### src/hdl/aigo_defs.vh
/*
 * Register map, field positions and reset values of the input, gain and
 * offset register bank.
 * Assumes inclusion by bare name from the design files of this block.
 */
`ifndef AIGO_DEFS_VH
`define AIGO_DEFS_VH

// Register indices; the byte address on the bus is four times the index.
`define AIGO_IDX_INPUT_CONFIG      8'h05
`define AIGO_IDX_RED_GAIN          8'h06
`define AIGO_IDX_GREEN_GAIN        8'h07
`define AIGO_IDX_BLUE_GAIN         8'h08
`define AIGO_IDX_RED_OFFSET        8'h09
`define AIGO_IDX_GREEN_OFFSET      8'h0A
`define AIGO_IDX_BLUE_OFFSET       8'h0B
`define AIGO_IDX_OFFSET_DAC_CONFIG 8'h0C

// Reset values.
`define AIGO_RST_INPUT_CONFIG      8'h00
`define AIGO_RST_GAIN              8'h55
`define AIGO_RST_OFFSET            8'h80
`define AIGO_RST_OFFSET_DAC_CONFIG 8'h00

// Input configuration fields.
`define AIGO_IC_CHANNEL_SEL 0
`define AIGO_IC_COUPLING    1
`define AIGO_IC_COLOR_SPACE 2
`define AIGO_IC_SYNC_TYPE   3
`define AIGO_IC_CSYNC_SRC   4
`define AIGO_IC_COAST_CLAMP 5

// Offset DAC configuration fields.
`define AIGO_OD_RANGE     0
`define AIGO_OD_RED_LSB   2
`define AIGO_OD_GREEN_LSB 4
`define AIGO_OD_BLUE_LSB  6

// Writable bit masks; reserved bits read as zero.
`define AIGO_MASK_INPUT_CONFIG      8'h3F
`define AIGO_MASK_OFFSET_DAC_CONFIG 8'hFD

// Offset code that means zero digital offset.
`define AIGO_OFFSET_MID 8'h80

// Clamp level codes and black level targets.
`define AIGO_CLAMP_300MV 1'b0
`define AIGO_CLAMP_600MV 1'b1
`define AIGO_BLACK_ZERO  8'h00
`define AIGO_BLACK_MID   8'h80

`endif

### src/hdl/aigo_channel.v
/*
 * Per-channel offset and gain path: digital offset, 10-bit analog offset
 * DAC word and gain code, all registered.
 * Assumes one system clock and a synchronous active-high reset.
 */
`timescale 1ns/100ps
`include "aigo_defs.vh"

module aigo_channel (
  input  wire       clk,
  input  wire       rst,
  input  wire [7:0] gain_code,
  input  wire [7:0] offset_code,
  input  wire [1:0] dac_lsb,
  input  wire       comp_enable,
  output reg  [7:0] gain_out_reg,
  output reg  [8:0] digital_offset_reg,
  output reg  [9:0] dac_word_reg
);

  wire [8:0] offset_ext;
  wire [8:0] mid_ext;

  assign offset_ext = {1'b0, offset_code};
  assign mid_ext    = {1'b0, `AIGO_OFFSET_MID};

  // Digital offset is the code minus mid; analog word is held at mid while the
  // digital path is active so the DAC stays centred.
  always @(posedge clk) begin
    if (rst) begin
      gain_out_reg       <= `AIGO_RST_GAIN;
      digital_offset_reg <= 9'h000;
      dac_word_reg       <= 10'h200;
    end else begin
      gain_out_reg <= gain_code;
      if (comp_enable) begin
        digital_offset_reg <= offset_ext - mid_ext;
        dac_word_reg       <= 10'h200;
      end else begin
        digital_offset_reg <= 9'h000;
        dac_word_reg       <= {offset_code, dac_lsb};
      end
    end
  end

endmodule

### src/hdl/aigo_regs.v
/*
 * Input configuration, gain and offset register bank with an APB slave,
 * and the control outputs that these registers steer: input selection,
 * clamp switches, colour-space clamp levels and black-level targets, sync
 * steering, and per-channel gain, digital offset and offset DAC words.
 * Assumes APB masters on the same clock as SYS_CLK and a synchronous,
 * active-high SYS_RST held for at least two edges so the synchronisers
 * flush; analog status inputs (clamp interval, holdover, compensation
 * enable, sync pins) come from other clocks and are synchronised here.
 * Assumes the per-channel datapath module and the shared definitions header.
 */
`timescale 1ns/100ps
`include "aigo_defs.vh"

// Overview of operation
// - When AC coupled, the negative input is tied to the clamp DAC and the positive input only during clamping.
// - When DC coupled, no input reaches a clamp DAC and the analog clamp is held off.
// - In RGB mode all channels clamp at 300 mV with half-scale shift and black target 0x00.
// - In YUV mode red and blue clamp at 600 mV with target 0x80, green at 300 mV with shift and target 0x00.
// - Bit 3 of input configuration picks separate sync at zero and composite sync at one.
// - Bit 4 picks sync-on-green at zero or the horizontal sync input at one, and separate sync always passes horizontal sync.
// - During holdover, clamping and black-level compensation stop when bit 5 is zero and continue when it is one.
// - Each 8-bit gain code sets the gain to 0.5 plus code over 170, with 0x55 at reset.
// - With compensation enabled the offset register is a digital offset of one output code per step.
// - The digital offset equals the offset code minus 0x80.
// - With compensation disabled the offset code forms the upper eight bits of the 10-bit offset DAC.
// - The two low DAC bits come from offset DAC configuration bits 3:2, 5:4 and 7:6 for red, green and blue.
// - Bit 0 of offset DAC configuration selects half or quarter of full scale as DAC range.
module aigo_regs (
  input  wire        SYS_CLK,
  input  wire        SYS_RST,
  input  wire        PSEL,
  input  wire        PENABLE,
  input  wire        PWRITE,
  input  wire [31:0] PADDR,
  input  wire [31:0] PWDATA,
  output reg  [31:0] PRDATA,
  output reg         PREADY,
  output reg         PSLVERR,
  input  wire        CLAMP_WINDOW,
  input  wire        COAST_ACTIVE,
  input  wire        COMP_ENABLE,
  input  wire        HSYNC_IN,
  input  wire        SYNC_ON_GREEN_IN,
  output reg         INPUT_SET_SECOND,
  output reg         NEG_TO_CLAMP_DAC,
  output reg         POS_TO_CLAMP_DAC,
  output reg         ANALOG_CLAMP_ON,
  output reg  [2:0]  CLAMP_600MV,
  output reg  [2:0]  HALF_SCALE_SHIFT,
  output reg  [23:0] BLACK_TARGET,
  output reg         SYNC_COMPOSITE,
  output reg         SYNC_MUX_OUT,
  output reg         COMP_RUN,
  output reg  [23:0] GAIN_CODE,
  output reg  [26:0] DIGITAL_OFFSET,
  output reg  [29:0] OFFSET_DAC_WORD,
  output reg         OFFSET_DAC_QUARTER
);

  // Register storage; reserved bits are never stored.
  reg  [7:0]  input_config_reg;
  reg  [7:0]  gain_reg [0:2];
  reg  [7:0]  offset_reg [0:2];
  reg  [7:0]  offset_dac_config_reg;
  // Read decode results, settled before the first access edge.
  reg  [7:0]  rdata_next;
  reg         addr_hit_next;
  // Synchroniser stages for the asynchronous status inputs.
  reg  [4:0]  sync_a_reg;
  reg  [4:0]  sync_b_reg;
  // Bus phase decode.
  wire [7:0]  word_index;
  wire        access;
  wire        write_take;
  // Synchronised status levels.
  wire        clamp_s;
  wire        coast_s;
  wire        comp_s;
  wire        hsync_s;
  wire        sog_s;
  // Decoded configuration.
  wire        dc_coupled;
  wire        yuv;
  wire        clamp_allowed;
  wire        clamp_gate;
  // Per-channel results, packed {blue, green, red}.
  wire [23:0] gain_ch;
  wire [26:0] dofs_ch;
  wire [29:0] dac_ch;

  // Bus phase decode. A write is taken only at the edge that completes the
  // access phase, so the wait-state cycle never writes; a request held past completion writes again two edges later.
  assign word_index = PADDR[9:2];
  assign access     = PSEL & PENABLE;
  assign write_take = access & PREADY & PWRITE & addr_hit_next;

  // Two-stage synchronisers for every asynchronous status input; only the
  // second stage is read by logic. Each level is synchronised on its own, so
  // two inputs that change together may be seen one edge apart; none of the
  // decisions below depends on two of them changing in the same cycle.
  always @(posedge SYS_CLK) begin
    if (SYS_RST) begin
      sync_a_reg <= 5'h00;
      sync_b_reg <= 5'h00;
    end else begin
      sync_a_reg <= {SYNC_ON_GREEN_IN, HSYNC_IN, COMP_ENABLE, COAST_ACTIVE, CLAMP_WINDOW};
      sync_b_reg <= sync_a_reg;
    end
  end

  assign clamp_s = sync_b_reg[0];
  assign coast_s = sync_b_reg[1];
  assign comp_s  = sync_b_reg[2];
  assign hsync_s = sync_b_reg[3];
  assign sog_s   = sync_b_reg[4];

  // Read decode; unaligned or unmapped addresses read zero and flag an error.
  // Only the low ten address bits select a word; anything set above them is
  // treated as unmapped rather than aliased, so a stray pointer cannot reach
  // a live register.
  always @* begin
    rdata_next    = 8'h00;
    addr_hit_next = 1'b1;
    if (PADDR[1:0] != 2'h0 || PADDR[31:10] != 22'h000000) begin
      addr_hit_next = 1'b0;
    end else if (word_index == `AIGO_IDX_INPUT_CONFIG) begin
      rdata_next = input_config_reg;
    end else if (word_index == `AIGO_IDX_RED_GAIN) begin
      rdata_next = gain_reg[0];
    end else if (word_index == `AIGO_IDX_GREEN_GAIN) begin
      rdata_next = gain_reg[1];
    end else if (word_index == `AIGO_IDX_BLUE_GAIN) begin
      rdata_next = gain_reg[2];
    end else if (word_index == `AIGO_IDX_RED_OFFSET) begin
      rdata_next = offset_reg[0];
    end else if (word_index == `AIGO_IDX_GREEN_OFFSET) begin
      rdata_next = offset_reg[1];
    end else if (word_index == `AIGO_IDX_BLUE_OFFSET) begin
      rdata_next = offset_reg[2];
    end else if (word_index == `AIGO_IDX_OFFSET_DAC_CONFIG) begin
      rdata_next = offset_dac_config_reg;
    end else begin
      addr_hit_next = 1'b0;
    end
  end

  // APB handshake: one wait state, so PREADY rises in the second access cycle
  // and falls again right after the completing edge. Read data is captured in
  // the first access cycle and held for the one cycle that PREADY stands; the
  // extra cycle buys a registered PRDATA at the cost of one clock per access.
  always @(posedge SYS_CLK) begin
    if (SYS_RST) begin
      PREADY  <= 1'b0;
      PRDATA  <= 32'h00000000;
      PSLVERR <= 1'b0;
    end else if (access && !PREADY) begin
      PREADY  <= 1'b1;
      PRDATA  <= PWRITE ? 32'h00000000 : {24'h000000, rdata_next};
      PSLVERR <= ~addr_hit_next;
    end else begin
      PREADY  <= 1'b0;
      PRDATA  <= 32'h00000000;
      PSLVERR <= 1'b0;
    end
  end

  // Writes land at the completing edge; reserved bits are masked so they
  // always read back as zero whatever software writes. Masking here keeps
  // the steering logic free of modes that no setting defines.
  always @(posedge SYS_CLK) begin
    if (SYS_RST) begin
      input_config_reg      <= `AIGO_RST_INPUT_CONFIG;
      offset_dac_config_reg <= `AIGO_RST_OFFSET_DAC_CONFIG;
    end else if (write_take) begin
      if (word_index == `AIGO_IDX_INPUT_CONFIG) begin
        input_config_reg <= PWDATA[7:0] & `AIGO_MASK_INPUT_CONFIG;
      end else if (word_index == `AIGO_IDX_OFFSET_DAC_CONFIG) begin
        offset_dac_config_reg <= PWDATA[7:0] & `AIGO_MASK_OFFSET_DAC_CONFIG;
      end
    end
  end

  // Per-channel gain and offset storage with its write decode, and the
  // channel datapath behind it. Each channel process writes only its own
  // entries, so no storage word has more than one writer.
  // Channel 0 is red, 1 green and 2 blue throughout.
  genvar ch;
  generate
    for (ch = 0; ch < 3; ch = ch + 1) begin : g_store
      always @(posedge SYS_CLK) begin
        if (SYS_RST) begin
          gain_reg[ch]   <= `AIGO_RST_GAIN;
          offset_reg[ch] <= `AIGO_RST_OFFSET;
        end else if (write_take) begin
          if (word_index == `AIGO_IDX_RED_GAIN + ch) begin
            gain_reg[ch] <= PWDATA[7:0];
          end else if (word_index == `AIGO_IDX_RED_OFFSET + ch) begin
            offset_reg[ch] <= PWDATA[7:0];
          end
        end
      end

      // The channel registers its results once more, so a register write
      // reaches the data outputs two edges after it lands; the lag is the
      // same for all three channels, so they never disagree for a cycle.
      aigo_channel u_channel (
        .clk                (SYS_CLK),
        .rst                (SYS_RST),
        .gain_code          (gain_reg[ch]),
        .offset_code        (offset_reg[ch]),
        .dac_lsb            (offset_dac_config_reg[`AIGO_OD_RED_LSB + 2 * ch +: 2]),
        .comp_enable        (comp_s),
        .gain_out_reg       (gain_ch[8 * ch +: 8]),
        .digital_offset_reg (dofs_ch[9 * ch +: 9]),
        .dac_word_reg       (dac_ch[10 * ch +: 10])
      );
    end
  endgenerate

  // Decoded configuration. Clamping is gated during holdover unless the
  // coast clamp bit keeps it running; DC coupling gates it off altogether.
  // One shared gate keeps the positive switch and the clamp signal in step.
  assign dc_coupled    = input_config_reg[`AIGO_IC_COUPLING];
  assign yuv           = input_config_reg[`AIGO_IC_COLOR_SPACE];
  assign clamp_allowed = ~coast_s | input_config_reg[`AIGO_IC_COAST_CLAMP];
  assign clamp_gate    = ~dc_coupled & clamp_s & clamp_allowed;

  // Input selection and clamp switches. The negative input stays on its clamp
  // DAC whenever AC coupled; the positive input joins it only in the clamp
  // window, and the analog clamp signal follows the positive switch.
  // All switches open during reset; the reset setting is AC coupled, so the negative input joins its clamp DAC at the first edge after it.
  always @(posedge SYS_CLK) begin
    if (SYS_RST) begin
      INPUT_SET_SECOND <= 1'b0;
      NEG_TO_CLAMP_DAC <= 1'b0;
      POS_TO_CLAMP_DAC <= 1'b0;
      ANALOG_CLAMP_ON  <= 1'b0;
    end else begin
      INPUT_SET_SECOND <= input_config_reg[`AIGO_IC_CHANNEL_SEL];
      NEG_TO_CLAMP_DAC <= ~dc_coupled;
      POS_TO_CLAMP_DAC <= clamp_gate;
      ANALOG_CLAMP_ON  <= clamp_gate;
    end
  end

  // Colour-space presets, packed {blue, green, red}. In YUV the chroma
  // channels sit at mid code, so only green keeps the half-scale shift.
  // The presets follow the mode bit one edge later; nothing is latched.
  always @(posedge SYS_CLK) begin
    if (SYS_RST) begin
      CLAMP_600MV      <= 3'h0;
      HALF_SCALE_SHIFT <= 3'h0;
      BLACK_TARGET     <= 24'h000000;
    end else if (yuv) begin
      CLAMP_600MV      <= {`AIGO_CLAMP_600MV, `AIGO_CLAMP_300MV, `AIGO_CLAMP_600MV};
      HALF_SCALE_SHIFT <= 3'h2;
      BLACK_TARGET     <= {`AIGO_BLACK_MID, `AIGO_BLACK_ZERO, `AIGO_BLACK_MID};
    end else begin
      CLAMP_600MV      <= {3{`AIGO_CLAMP_300MV}};
      HALF_SCALE_SHIFT <= 3'h7;
      BLACK_TARGET     <= {3{`AIGO_BLACK_ZERO}};
    end
  end

  // Sync steering and compensation run flag. Separate sync always passes the
  // horizontal sync input, whatever the composite source bit says, so a stale
  // source setting cannot disturb a separate-sync source.
  always @(posedge SYS_CLK) begin
    if (SYS_RST) begin
      SYNC_COMPOSITE <= 1'b0;
      SYNC_MUX_OUT   <= 1'b0;
      COMP_RUN       <= 1'b0;
    end else begin
      SYNC_COMPOSITE <= input_config_reg[`AIGO_IC_SYNC_TYPE];
      COMP_RUN       <= comp_s & clamp_allowed;
      if (input_config_reg[`AIGO_IC_SYNC_TYPE] && !input_config_reg[`AIGO_IC_CSYNC_SRC]) begin
        SYNC_MUX_OUT <= sog_s;
      end else begin
        SYNC_MUX_OUT <= hsync_s;
      end
    end
  end

  // Per-channel data words, packed {blue, green, red}. This register stage
  // keeps every top-level output straight from a flip-flop, at the cost of
  // one more edge of latency on the data words; the words read zero during
  // reset and reach their defaults at the first edge after it.
  always @(posedge SYS_CLK) begin
    if (SYS_RST) begin
      GAIN_CODE          <= 24'h000000;
      DIGITAL_OFFSET     <= 27'h0000000;
      OFFSET_DAC_WORD    <= 30'h00000000;
      OFFSET_DAC_QUARTER <= 1'b0;
    end else begin
      GAIN_CODE          <= gain_ch;
      DIGITAL_OFFSET     <= dofs_ch;
      OFFSET_DAC_WORD    <= dac_ch;
      OFFSET_DAC_QUARTER <= offset_dac_config_reg[`AIGO_OD_RANGE];
    end
  end

endmodule

### config.mk
export PLATFORM = sky130hd
export DESIGN_NAME = aigo_regs
export DESIGN_NICKNAME = d
export VERILOG_FILES = /design/src/hdl/aigo_channel.v /design/src/hdl/aigo_regs.v
export VERILOG_INCLUDE_DIRS = /design/src /design/src/hdl
export SDC_FILE = /design/constraint.sdc
export NUM_CORES = 1
export LEC_CHECK = 0
export ABC_AREA = 1
export BUFFER_PORTS_ARGS = -buffer_cell sky130_fd_sc_hd__buf_2
export CAP_MARGIN = 20
export CORE_UTILIZATION = 50
export CTS_CLUSTER_SIZE = 40
export DETAILED_ROUTE_END_ITERATION = 10
export GPL_TIMING_DRIVEN = 1
export PLACE_DENSITY_LB_ADDON = 0.1
export RECOVER_POWER = 50
export SLEW_MARGIN = 20
export SYNTH_ARGS = -nofsm -noshare
export SYNTH_HDL_FRONTEND = slang
export SYNTH_HIERARCHICAL = 1
export SYNTH_SLANG_ARGS = --single-unit
### constraint.sdc
create_clock -name SYS_CLK -period 3.49 [get_ports SYS_CLK]
set_clock_uncertainty 0.2 [all_clocks]
set_input_delay 0.5235 -clock SYS_CLK [delete_from_list [all_inputs] [get_ports SYS_CLK]]
set_output_delay 0.5235 -clock SYS_CLK [all_outputs]
set_load 0.03 [all_outputs]
# Word-level counts from Yosys, hierarchy flattened

Memories as Yosys holds them, arrays and structs flattened.
Index checks and enable logic that the tools add are counted.
W data, S select, Z words.

Memories kept: 2
RAM bits: 48
Register bits: 256
Output and inout bits: 153
Input port bits: 74

Memory list:

| memory     | words | bits a word | read ports | clocked after memory_dff | write ports | line           | source |
|---|---|---|---|---|---|---|---|
| gain_reg   | 3     | 8           | 3          | 0                        | 3           | aigo_regs.v:63 | `reg [7:0] gain_reg [0:2];` |
| offset_reg | 3     | 8           | 3          | 0                        | 3           | aigo_regs.v:64 | `reg [7:0] offset_reg [0:2];` |

Muxes and demuxes: 57
Reductions and logical operators: 13
Add/subtract/negate cells: 3
Bitwise logic cells: 20
Equality and inequality tests: 8

Operators by type and width:

| kind                  | count |
|---|---|
| $mux W8               | 14 |
| $eq A8 B4 Y1 const B  | 5 |
| $mux W1               | 40 |
| $sub A8 B8 Y9 const B | 3 |
| $eq A8 B3 Y1 const B  | 3 |
| $mux W24              | 1 |
| $reduce_bool A22 Y1   | 1 |
| $and A1 B1 Y1         | 7 |
| $or A1 B1 Y1          | 7 |
| $mux W3               | 2 |
| $not A1 Y1            | 6 |
| $reduce_or A2 Y1      | 3 |
| $reduce_or A4 Y1      | 1 |
| $reduce_and A3 Y1     | 1 |
| $logic_and A1 B1 Y1   | 2 |
| $logic_not A1 Y1      | 2 |
| $reduce_and A2 Y1     | 1 |
| $reduce_bool A2 Y1    | 1 |
| $logic_or A1 B1 Y1    | 1 |

# Longest topological paths before layout

Gate-level depths: netlist of the first run.

Depth in word-level cells: 15
Mapped depth: 12
Depth with buffers taken out: 11

# Modules after synthesis

Netlist of the first run, hierarchy kept.

Modules (own cells, without submodules):

| module       | cells each | area an instance (um^2) | instances | seq. area each (um^2) |
|---|---|---|---|---|
| aigo_regs    | 772        | 6608.8                  | 1         | 3923.8 |
| aigo_channel | 71         | 737.0                   | 3         | 520.5 |

# Worst setup path after synthesis of the first run

Ideal clock, no wire load.

Path kind: input -> register
Start point: input port PADDR[7]
End point: memory gain_reg[0][0], enable pin
Data arrival time: 2008 ps
Path slack: 898 ps
Library setup time: 384 ps
Stages: 8
Path buffers: 1
Cells stage by stage: nor2_1 -> nand3_2 -> nor2_2 -> nor2_1 -> nand2_4 -> nand3_4 -> buf_6 -> o21ai_0

RTL lines:

| element         | line           | source |
|---|---|---|
| start, declared | aigo_regs.v:35 | `input wire [31:0] PADDR,` |
| end, declared   | aigo_regs.v:63 |  |

# Worst setup path after layout of the first run

Start point: input port SYS_RST
End point: register g_store[0].u_channel.dac_word_reg[0]

Word-level cells in the longest chain between the ends: 1

RTL lines:

| element                           | line              | source |
|---|---|---|
| start, declared                   | aigo_regs.v:31    | `input wire SYS_RST,` |
| $reduce_or A2 Y1 (no source line) | -                 |  |
| end signal, assigned              | aigo_channel.v:41 | `dac_word_reg <= {offset_code, dac_lsb};` |
| end, declared                     | aigo_channel.v:18 | `output reg [9:0] dac_word_reg` |

No other way between the ends.
A chain may end at the register's enable or synchronous reset.

==> flow_summary.toml, run 1 <==
[clocking]
postCtsHoldBufs = 0
clock-sinks = 250
path_clk_slew_ns = 0.06
cts_tree = "yes"
cts_root_buf = "clkbuf_16"
postCtsSetupBuffers = 0
cts-root-to-sink-buffers = 3
clkLatencyLatePin_ns = 0.51
cts_htree_levels = 1
cts_resized = 0
cts_inserted_buffers = 25

[global_route]
grtUsageTotal_pct = 19.3
wire_length_of_the_first_global_routing_pass_um = 27100
antenna_violations_before_repair = 1
first_global_vias = 5312
grt_overflow = 0
grt_max_degree = 54

[status]
violated_checks = "max-capacitance violations, max-slew violations"
run_status = "finished with violations"

[pwr]
p_int_uw = 4700
vdd.ir_drop.worst_uv = 432
power.switching_uw = 1320
seq_power_share_pct = 50.2
power.clock.fraction_pct = 44.7
p_sw_share_pct = 21.9
comb_power_share_pct = 5.2
power-per-cell-area_nw_per_um2 = 580
post-layout-total-power_uw = 6020
p_leak_uw = 0.00498

[floorplan]
die_width_um = 135
initial_util_pct = 51.2
core_region_area_um2 = 17200
rows = 48
floorplan.die.height_um = 135
ioPinCount = 227
die_area_um2 = 18200

[sta]
setup_total_negative_slack_ns = 0
slew_headroom_pct = -21.9
count_of_final_hold_check_violations = 0
maxSlewViolCount = 29
min_period_ns = 2.62
fin_crit_sh_pct = 75.2
grt_setup_unrepaired = "false"
layout_setup_ws_ns = 0.866
setup-violations-final = 0
worst-slew-pin-transition_ns = 1.83
fmax_mhz = 381

[worst_hold_path]
whs_endpoint = "sync_a_reg[2]$_SDFF_PP0_"
hold_class = "input pin to flip-flop"
min-delay-start = "COMP_ENABLE"
hold_path_depth = 3

[logic_synthesis]
synth_top_cell_by_area = "dfxtp_1"
synth_enable_flop_cells = 48
post_synth_top_cells = "nor2_1 (276), dfxtp_1 (202), inv_1 (180), nand2_1 (106), buf_4 (55)"
synth-seq-area-share_pct = 62.2
synth_most_common_cell = "nor2_1"
async_flop_share_pct = 0
synth_top_area_share_pct = 45.9
synth_area_leaders = "dfxtp_1 (46%), edfxtp_1 (16%), nor2_1 (12%)"
gate_count_after_technology_mapping = 985
synthXorXnorAreaFrac_pct = 0
total_of_flip_flops_plus_latches_after_synthesis = 250
yosys.area_share.adder_pct = 0
ys_warn_count = 6
ys_types = 31
synthSimpleGateAreaFrac_pct = 22.3
synth_compound_area_share_pct = 1.36
synth_mux_area_share_pct = 0
syn_area_um2 = 8820
mean_area_per_synthesized_cell_um2 = 8.95
synth-main-ff-cell = "dfxtp_1"
synth_top_family_by_area = "simple AND/OR/NAND/NOR gates"

[layout]
num-nets-final = 1224
final.fill_count = 1561
syn_to_final_growth_pct = 17.7
final_layout_size_suffix_gt1_share_pct = 18.6
diodes = 0
utilization_pct = 60.2

[routing]
route.detailed.vias_per_inst = 4.32
route.antenna.remaining_nets = 0
num_vias = 6011
first_iter_violations = 329
routedWlPerCell_um = 12.4
drt_pass1_iterations = 5
drcViolationCount = 0
wirelength_um = 17300

[critical_path]
critical_path.max_fanout = 50
ff2ff_setup_slack_ns = 1.62
timing.rr.end = "offset_reg[1][4]$_SDFFCE_PN0P_"
worst_r2r_startpoint = "PREADY$_SDFF_PP0_"
critPathLaunchType = "input pin"
worst-endpoint-arrival_ns = 2.79
type_of_destination_of_the_critical_path = "flip-flop"
critPathKind = "input pin to flip-flop"
worstRegToRegCells = 7
worst-endpoint-required_ns = 3.66

[placement]
hpwl_um = 12400
gp_congestion = 0.851
port-buffer-count = 155
place_ws_ns = 0.854

[job]
max_cap_violations = 1
layout make-up:
| type | count | area, um2 | area share (%) |
|---|---|---|---|
| flip-flops and latches | 250 | 5490 | 52.8 |
| multi-input cells | 519 | 2220 | 21.3 |
| repair buffers | 167 | 832 | 8.02 |
| inverters | 187 | 724 | 6.98 |
| clock buffers | 28 | 647 | 6.23 |
| well taps | 225 | 282 | 2.71 |
| clock inverters | 17 | 194 | 1.87 |
routing by layer:
metal	GRT usage [%]	up-vias	wire length, um
li1	-	3131	-
met4	7.37	2	401
met1	26.9	2619	7900
met5	0	-	12
met2	29.8	233	7550
met3	3.90	26	1460
stage by stage:
step | hold WS, ns | cell area [um2] | std cells
2_1_floorplan | 0.188 | 8990 | 1031
3_3_place_gp | 0.190 | 9620 | 1348
3_5_place_dp | 0.192 | 9620 | 1348
4_1_cts | 0.000495 | 10500 | 1393
5_1_grt | 0.0188 | 10400 | 1393
6_report | 0.0142 | 10400 | 1393
worst max-delay path, stage by stage:
cell,delay [ns]
buf_4,0.42
clkbuf_1,1.37
inv_8,-0.05
nand2_1,0.37
nor2_1,0.13
how the worst max path moves through the flow:
| stage | from | to | slack [ns] | cells past startpoint |
|---|---|---|---|---|
| finish | SYS_RST | g_store[0].u_channel/dac_word_reg[0]$_SDFF_PP0_ | 0.87 | 5 |
| global placement | PADDR[6] | offset_reg[0][2]$_SDFFCE_PN0P_ | 0.88 | 11 |
| floorplan | PADDR[7] | gain_reg[0][0]$_SDFFCE_PN1P_ | 0.90 | 8 |
| global route | SYS_RST | g_store[0].u_channel/dac_word_reg[0]$_SDFF_PP0_ | 0.68 | 5 |
| detailed placement | PADDR[6] | offset_reg[1][3]$_SDFFCE_PN0P_ | 0.85 | 11 |
| CTS | PADDR[6] | offset_reg[1][3]$_SDFFCE_PN0P_ | 1.38 | 11 |
power by group through the flow:
| stage | clock [uW] | sequential, uW | combinational [uW] |
|---|---|---|---|
| floorplan | 0 | 3130 | 216 |
| global placement | 0 | 3080 | 315 |
| detailed placement | 0 | 3080 | 316 |
| CTS | 2760 | 3020 | 317 |
| global route | 2870 | 3020 | 340 |
| finish | 2690 | 3020 | 311 |
layout by cell type (no fill, tap or decap), drive strengths merged:
cell type,instances
nor2,291
dfxtp,202
inv,189
buf,143
nand2,114
clkbuf,52
edfxtp,48
conb,47
o21ai,14
nand4,14
or2,12
clkinv,11
a21oi,10
nand3,10
bufinv,4
nand3b,3
nor3,3
and2,1
cells by family after synthesis:
kind of cell / count (synthesis)
simple gates: 448
buf+inv: 262
flops: 250
compound gates: 24
other cells: 1
No activity file was read; power rests on OpenSTA's default activity.
==> run 2: changes to the inputs <==
--- a/config.mk
+++ b/config.mk
@@ -6,10 +6,10 @@
 export SDC_FILE = /design/constraint.sdc
 export NUM_CORES = 1
 export LEC_CHECK = 0
-export ABC_AREA = 1
+export ABC_AREA = 0
 export BUFFER_PORTS_ARGS = -buffer_cell sky130_fd_sc_hd__buf_2
 export CAP_MARGIN = 20
-export CORE_UTILIZATION = 50
+export CORE_UTILIZATION = 47
 export CTS_CLUSTER_SIZE = 40
 export DETAILED_ROUTE_END_ITERATION = 10
 export GPL_TIMING_DRIVEN = 1
==> constraint.sdc (replaced) <==
create_clock -name SYS_CLK -period 2.2 [get_ports SYS_CLK]
set_clock_uncertainty 0.2 [all_clocks]
set_input_delay 0.33 -clock SYS_CLK [delete_from_list [all_inputs] [get_ports SYS_CLK]]
set_output_delay 0.33 -clock SYS_CLK [all_outputs]
set_load 0.03 [all_outputs]
==> flow_summary.toml, run 2 <==
[status]
run_status = "finished with violations"
violated_checks = "negative setup slack"

[clocking]
cts_htree_levels = 1
clkLatencyLatePin_ns = 0.51
path_clk_slew_ns = 0.07
cts_tree = "yes"
cts-root-to-sink-buffers = 3
cts_inserted_buffers = 25
cts_root_buf = "clkbuf_16"
clock-sinks = 250

[pwr]
vdd.ir_drop.worst_uv = 583
p_leak_uw = 0.00431
power-per-cell-area_nw_per_um2 = 886

[routing]
wirelength_um = 18700
first_iter_violations = 364
drt_pass1_iterations = 5
route.detailed.vias_per_inst = 4.74
num_vias = 5678
route.antenna.remaining_nets = 0
routedWlPerCell_um = 15.6
drcViolationCount = 0

[logic_synthesis]
synth_top_area_share_pct = 47.0
synth_top_cell_by_area = "dfxtp_1"
ys_warn_count = 6
total_of_flip_flops_plus_latches_after_synthesis = 250
synth_enable_flop_cells = 48
synth-seq-area-share_pct = 63.8
async_flop_share_pct = 0
mean_area_per_synthesized_cell_um2 = 11.6
post_synth_top_cells = "dfxtp_1 (202), nor2b_1 (118), buf_4 (58), edfxtp_1 (48), nor2_1 (46)"
syn_area_um2 = 8600
gate_count_after_technology_mapping = 740
synth_area_leaders = "dfxtp_1 (47%), edfxtp_1 (17%), nor2b_1 (8.6%)"
synth-main-ff-cell = "dfxtp_1"
synth_most_common_cell = "dfxtp_1"
ys_types = 46

[floorplan]
die_area_um2 = 18800
initial_util_pct = 47.9
die_width_um = 137
rows = 49
ioPinCount = 227
core_region_area_um2 = 18000
floorplan.die.height_um = 137

[sta]
setup-violations-final = 5
slew_headroom_pct = 61.0
min_period_ns = 2.25
layout_setup_ws_ns = -0.0510
grt_setup_unrepaired = "true"
maxSlewViolCount = 0
worst-slew-pin-transition_ns = 0.586
fin_crit_sh_pct = 102
fmax_mhz = 444
count_of_final_hold_check_violations = 0

[critical_path]
critPathLaunchType = "input pin"
critical_path.max_fanout = 4
critPathKind = "input pin to flip-flop"
stage_delay_of_the_slowest_cell_on_the_critical_path_ns = 0.56
cp_common_cell = "or4_4"
timing.critical_path.cells = "buf_6 -> or4_4 -> or4_4 -> or4_4 -> or3_1"
critical-path-slowest-cell = "or4_4"
type_of_destination_of_the_critical_path = "flip-flop"
worst-endpoint-arrival_ns = 2.30
worst-endpoint-required_ns = 2.25

[worst_hold_path]
hold_class = "input pin to flip-flop"

[global_route]
wire_length_of_the_first_global_routing_pass_um = 27800
grt_max_degree = 149
first_global_vias = 5217
grt_overflow = 0
antenna_violations_before_repair = 0
grtUsageTotal_pct = 19.4

[layout]
stdcell_area_um2 = 10700
num-nets-final = 1025
diodes = 0
layout.cells.most_common = "dfxtp_1"
mostFrequentLayoutCells = "dfxtp_1 (202), nor2b_1 (118), buf_2 (85)"
layout.cells.non_filler = 1197
syn_to_final_growth_pct = 24.9
final_layout_size_suffix_gt1_share_pct = 21.4

[placement]
placed_cells = 1131
hpwl_um = 13200
port-buffer-count = 155
dpl-instance-area_um2 = 9710
gp_congestion = 0.983

[job]
max_cap_violations = 0
-- run 2: changes by cell type in the layout (fill, tap and decap cells not counted), moves of 10 or more --
cell and change:
inv_1 -175, nand2_1 -86, nor2b_1 +118, nor2_2 -11, mux2i_1 +10, dlygate4sd3_1 +16
clkbuf_1 +50, buf_2 -48, nor3b_1 +29, and3b_1 +22, and2_1 +13, buf_4 +37
nand2b_1 +25, nor2_1 -232
-- run 2: report_power, final --
group	internal [uW]	total, uW	switching [uW]
Combinational	183	593	410
Clock	2460	4120	1650
Sequential	4760	4800	40.3
-- run 2: critical path, delay by kind of cell --
kind	cells	cell delay [ns]
AND/OR/NAND/NOR	4	1.88
buffers and inverters	1	0.10
-- run 2: timing repair --
item,4_1_cts,5_1_grt
hold buffers,16,0
cloned,0,1
endpoints found under the setup margin,57,65
pin swaps,5,5
setup buffers,3,2
endpoints found under the hold margin,25,0
gates resized for setup,7,8
-- run 2: metrics by stage --
stage          setup TNS (ns)  total power, uW  hold slack (ns)  util [%]  setup slack [ns]
3_3_place_gp           -51.02             5450            0.220      54.1            -0.706
3_5_place_dp           -57.94             5460            0.220      54.1            -0.796
2_1_floorplan          -23.79             5320            0.207         -            -0.585
4_1_cts               -0.0801             9600           0.0475      59.9           -0.0419
5_1_grt                -0.656             9810           0.0785      59.8           -0.0794
6_report              -0.0964             9510           0.0851      59.8           -0.0510
-- run 2: cell type report --
| type | count | area, um2 |
|---|---|---|
| fill | 1538 | 7230 |
| sequential | 250 | 5490 |
| multi-input combinational | 444 | 2820 |
| timing repair buffer | 224 | 1300 |
| clock buffer | 39 | 791 |
| tap | 229 | 287 |
| clock inverter | 5 | 32.5 |
| inverter | 6 | 22.5 |
-- run 2: logic make-up after synthesis --
family                 after synthesis  share of synthesized area (%)
flip-flops                         250                           63.8
XOR/XNOR                             1                          0.102
multiplexers                        11                           1.43
buffers and inverters               92                           6.88
other                                1                         0.0436
AND/OR/NAND/NOR                    337                           23.8
AO/OA/AOI/OAI                       48                           3.94
-- run 2: final timing paths --
path	from	to	slack, ns	cells after the start
worst max-delay path	PADDR[7]	offset_reg[2][7]$_SDFFCE_PN1P_	-0.05	5
worst max register to register	PREADY$_SDFF_PP0_	offset_reg[2][7]$_SDFFCE_PN1P_	0.16	3
worst min register to register	g_store[0].u_channel/dac_word_reg[7]$_SDFF_PP0_	OFFSET_DAC_WORD[7]$_SDFF_PP0_	0.23	1
worst min-delay path	PWDATA[7]	gain_reg[2][7]$_SDFFCE_PN0P_	0.09	2
-- run 2: routing by layer --
| metal | part of all wire (%) | GRT usage (%) | vias to the layer above |
|---|---|---|---|
| met4 | 2.0 | 5.43 | 0 |
| met3 | 7.0 | 3.13 | 31 |
| met1 | 46 | 27.2 | 2633 |
| met5 | 0 | 0 | - |
| li1 | - | - | 2802 |
| met2 | 45 | 31.1 | 212 |
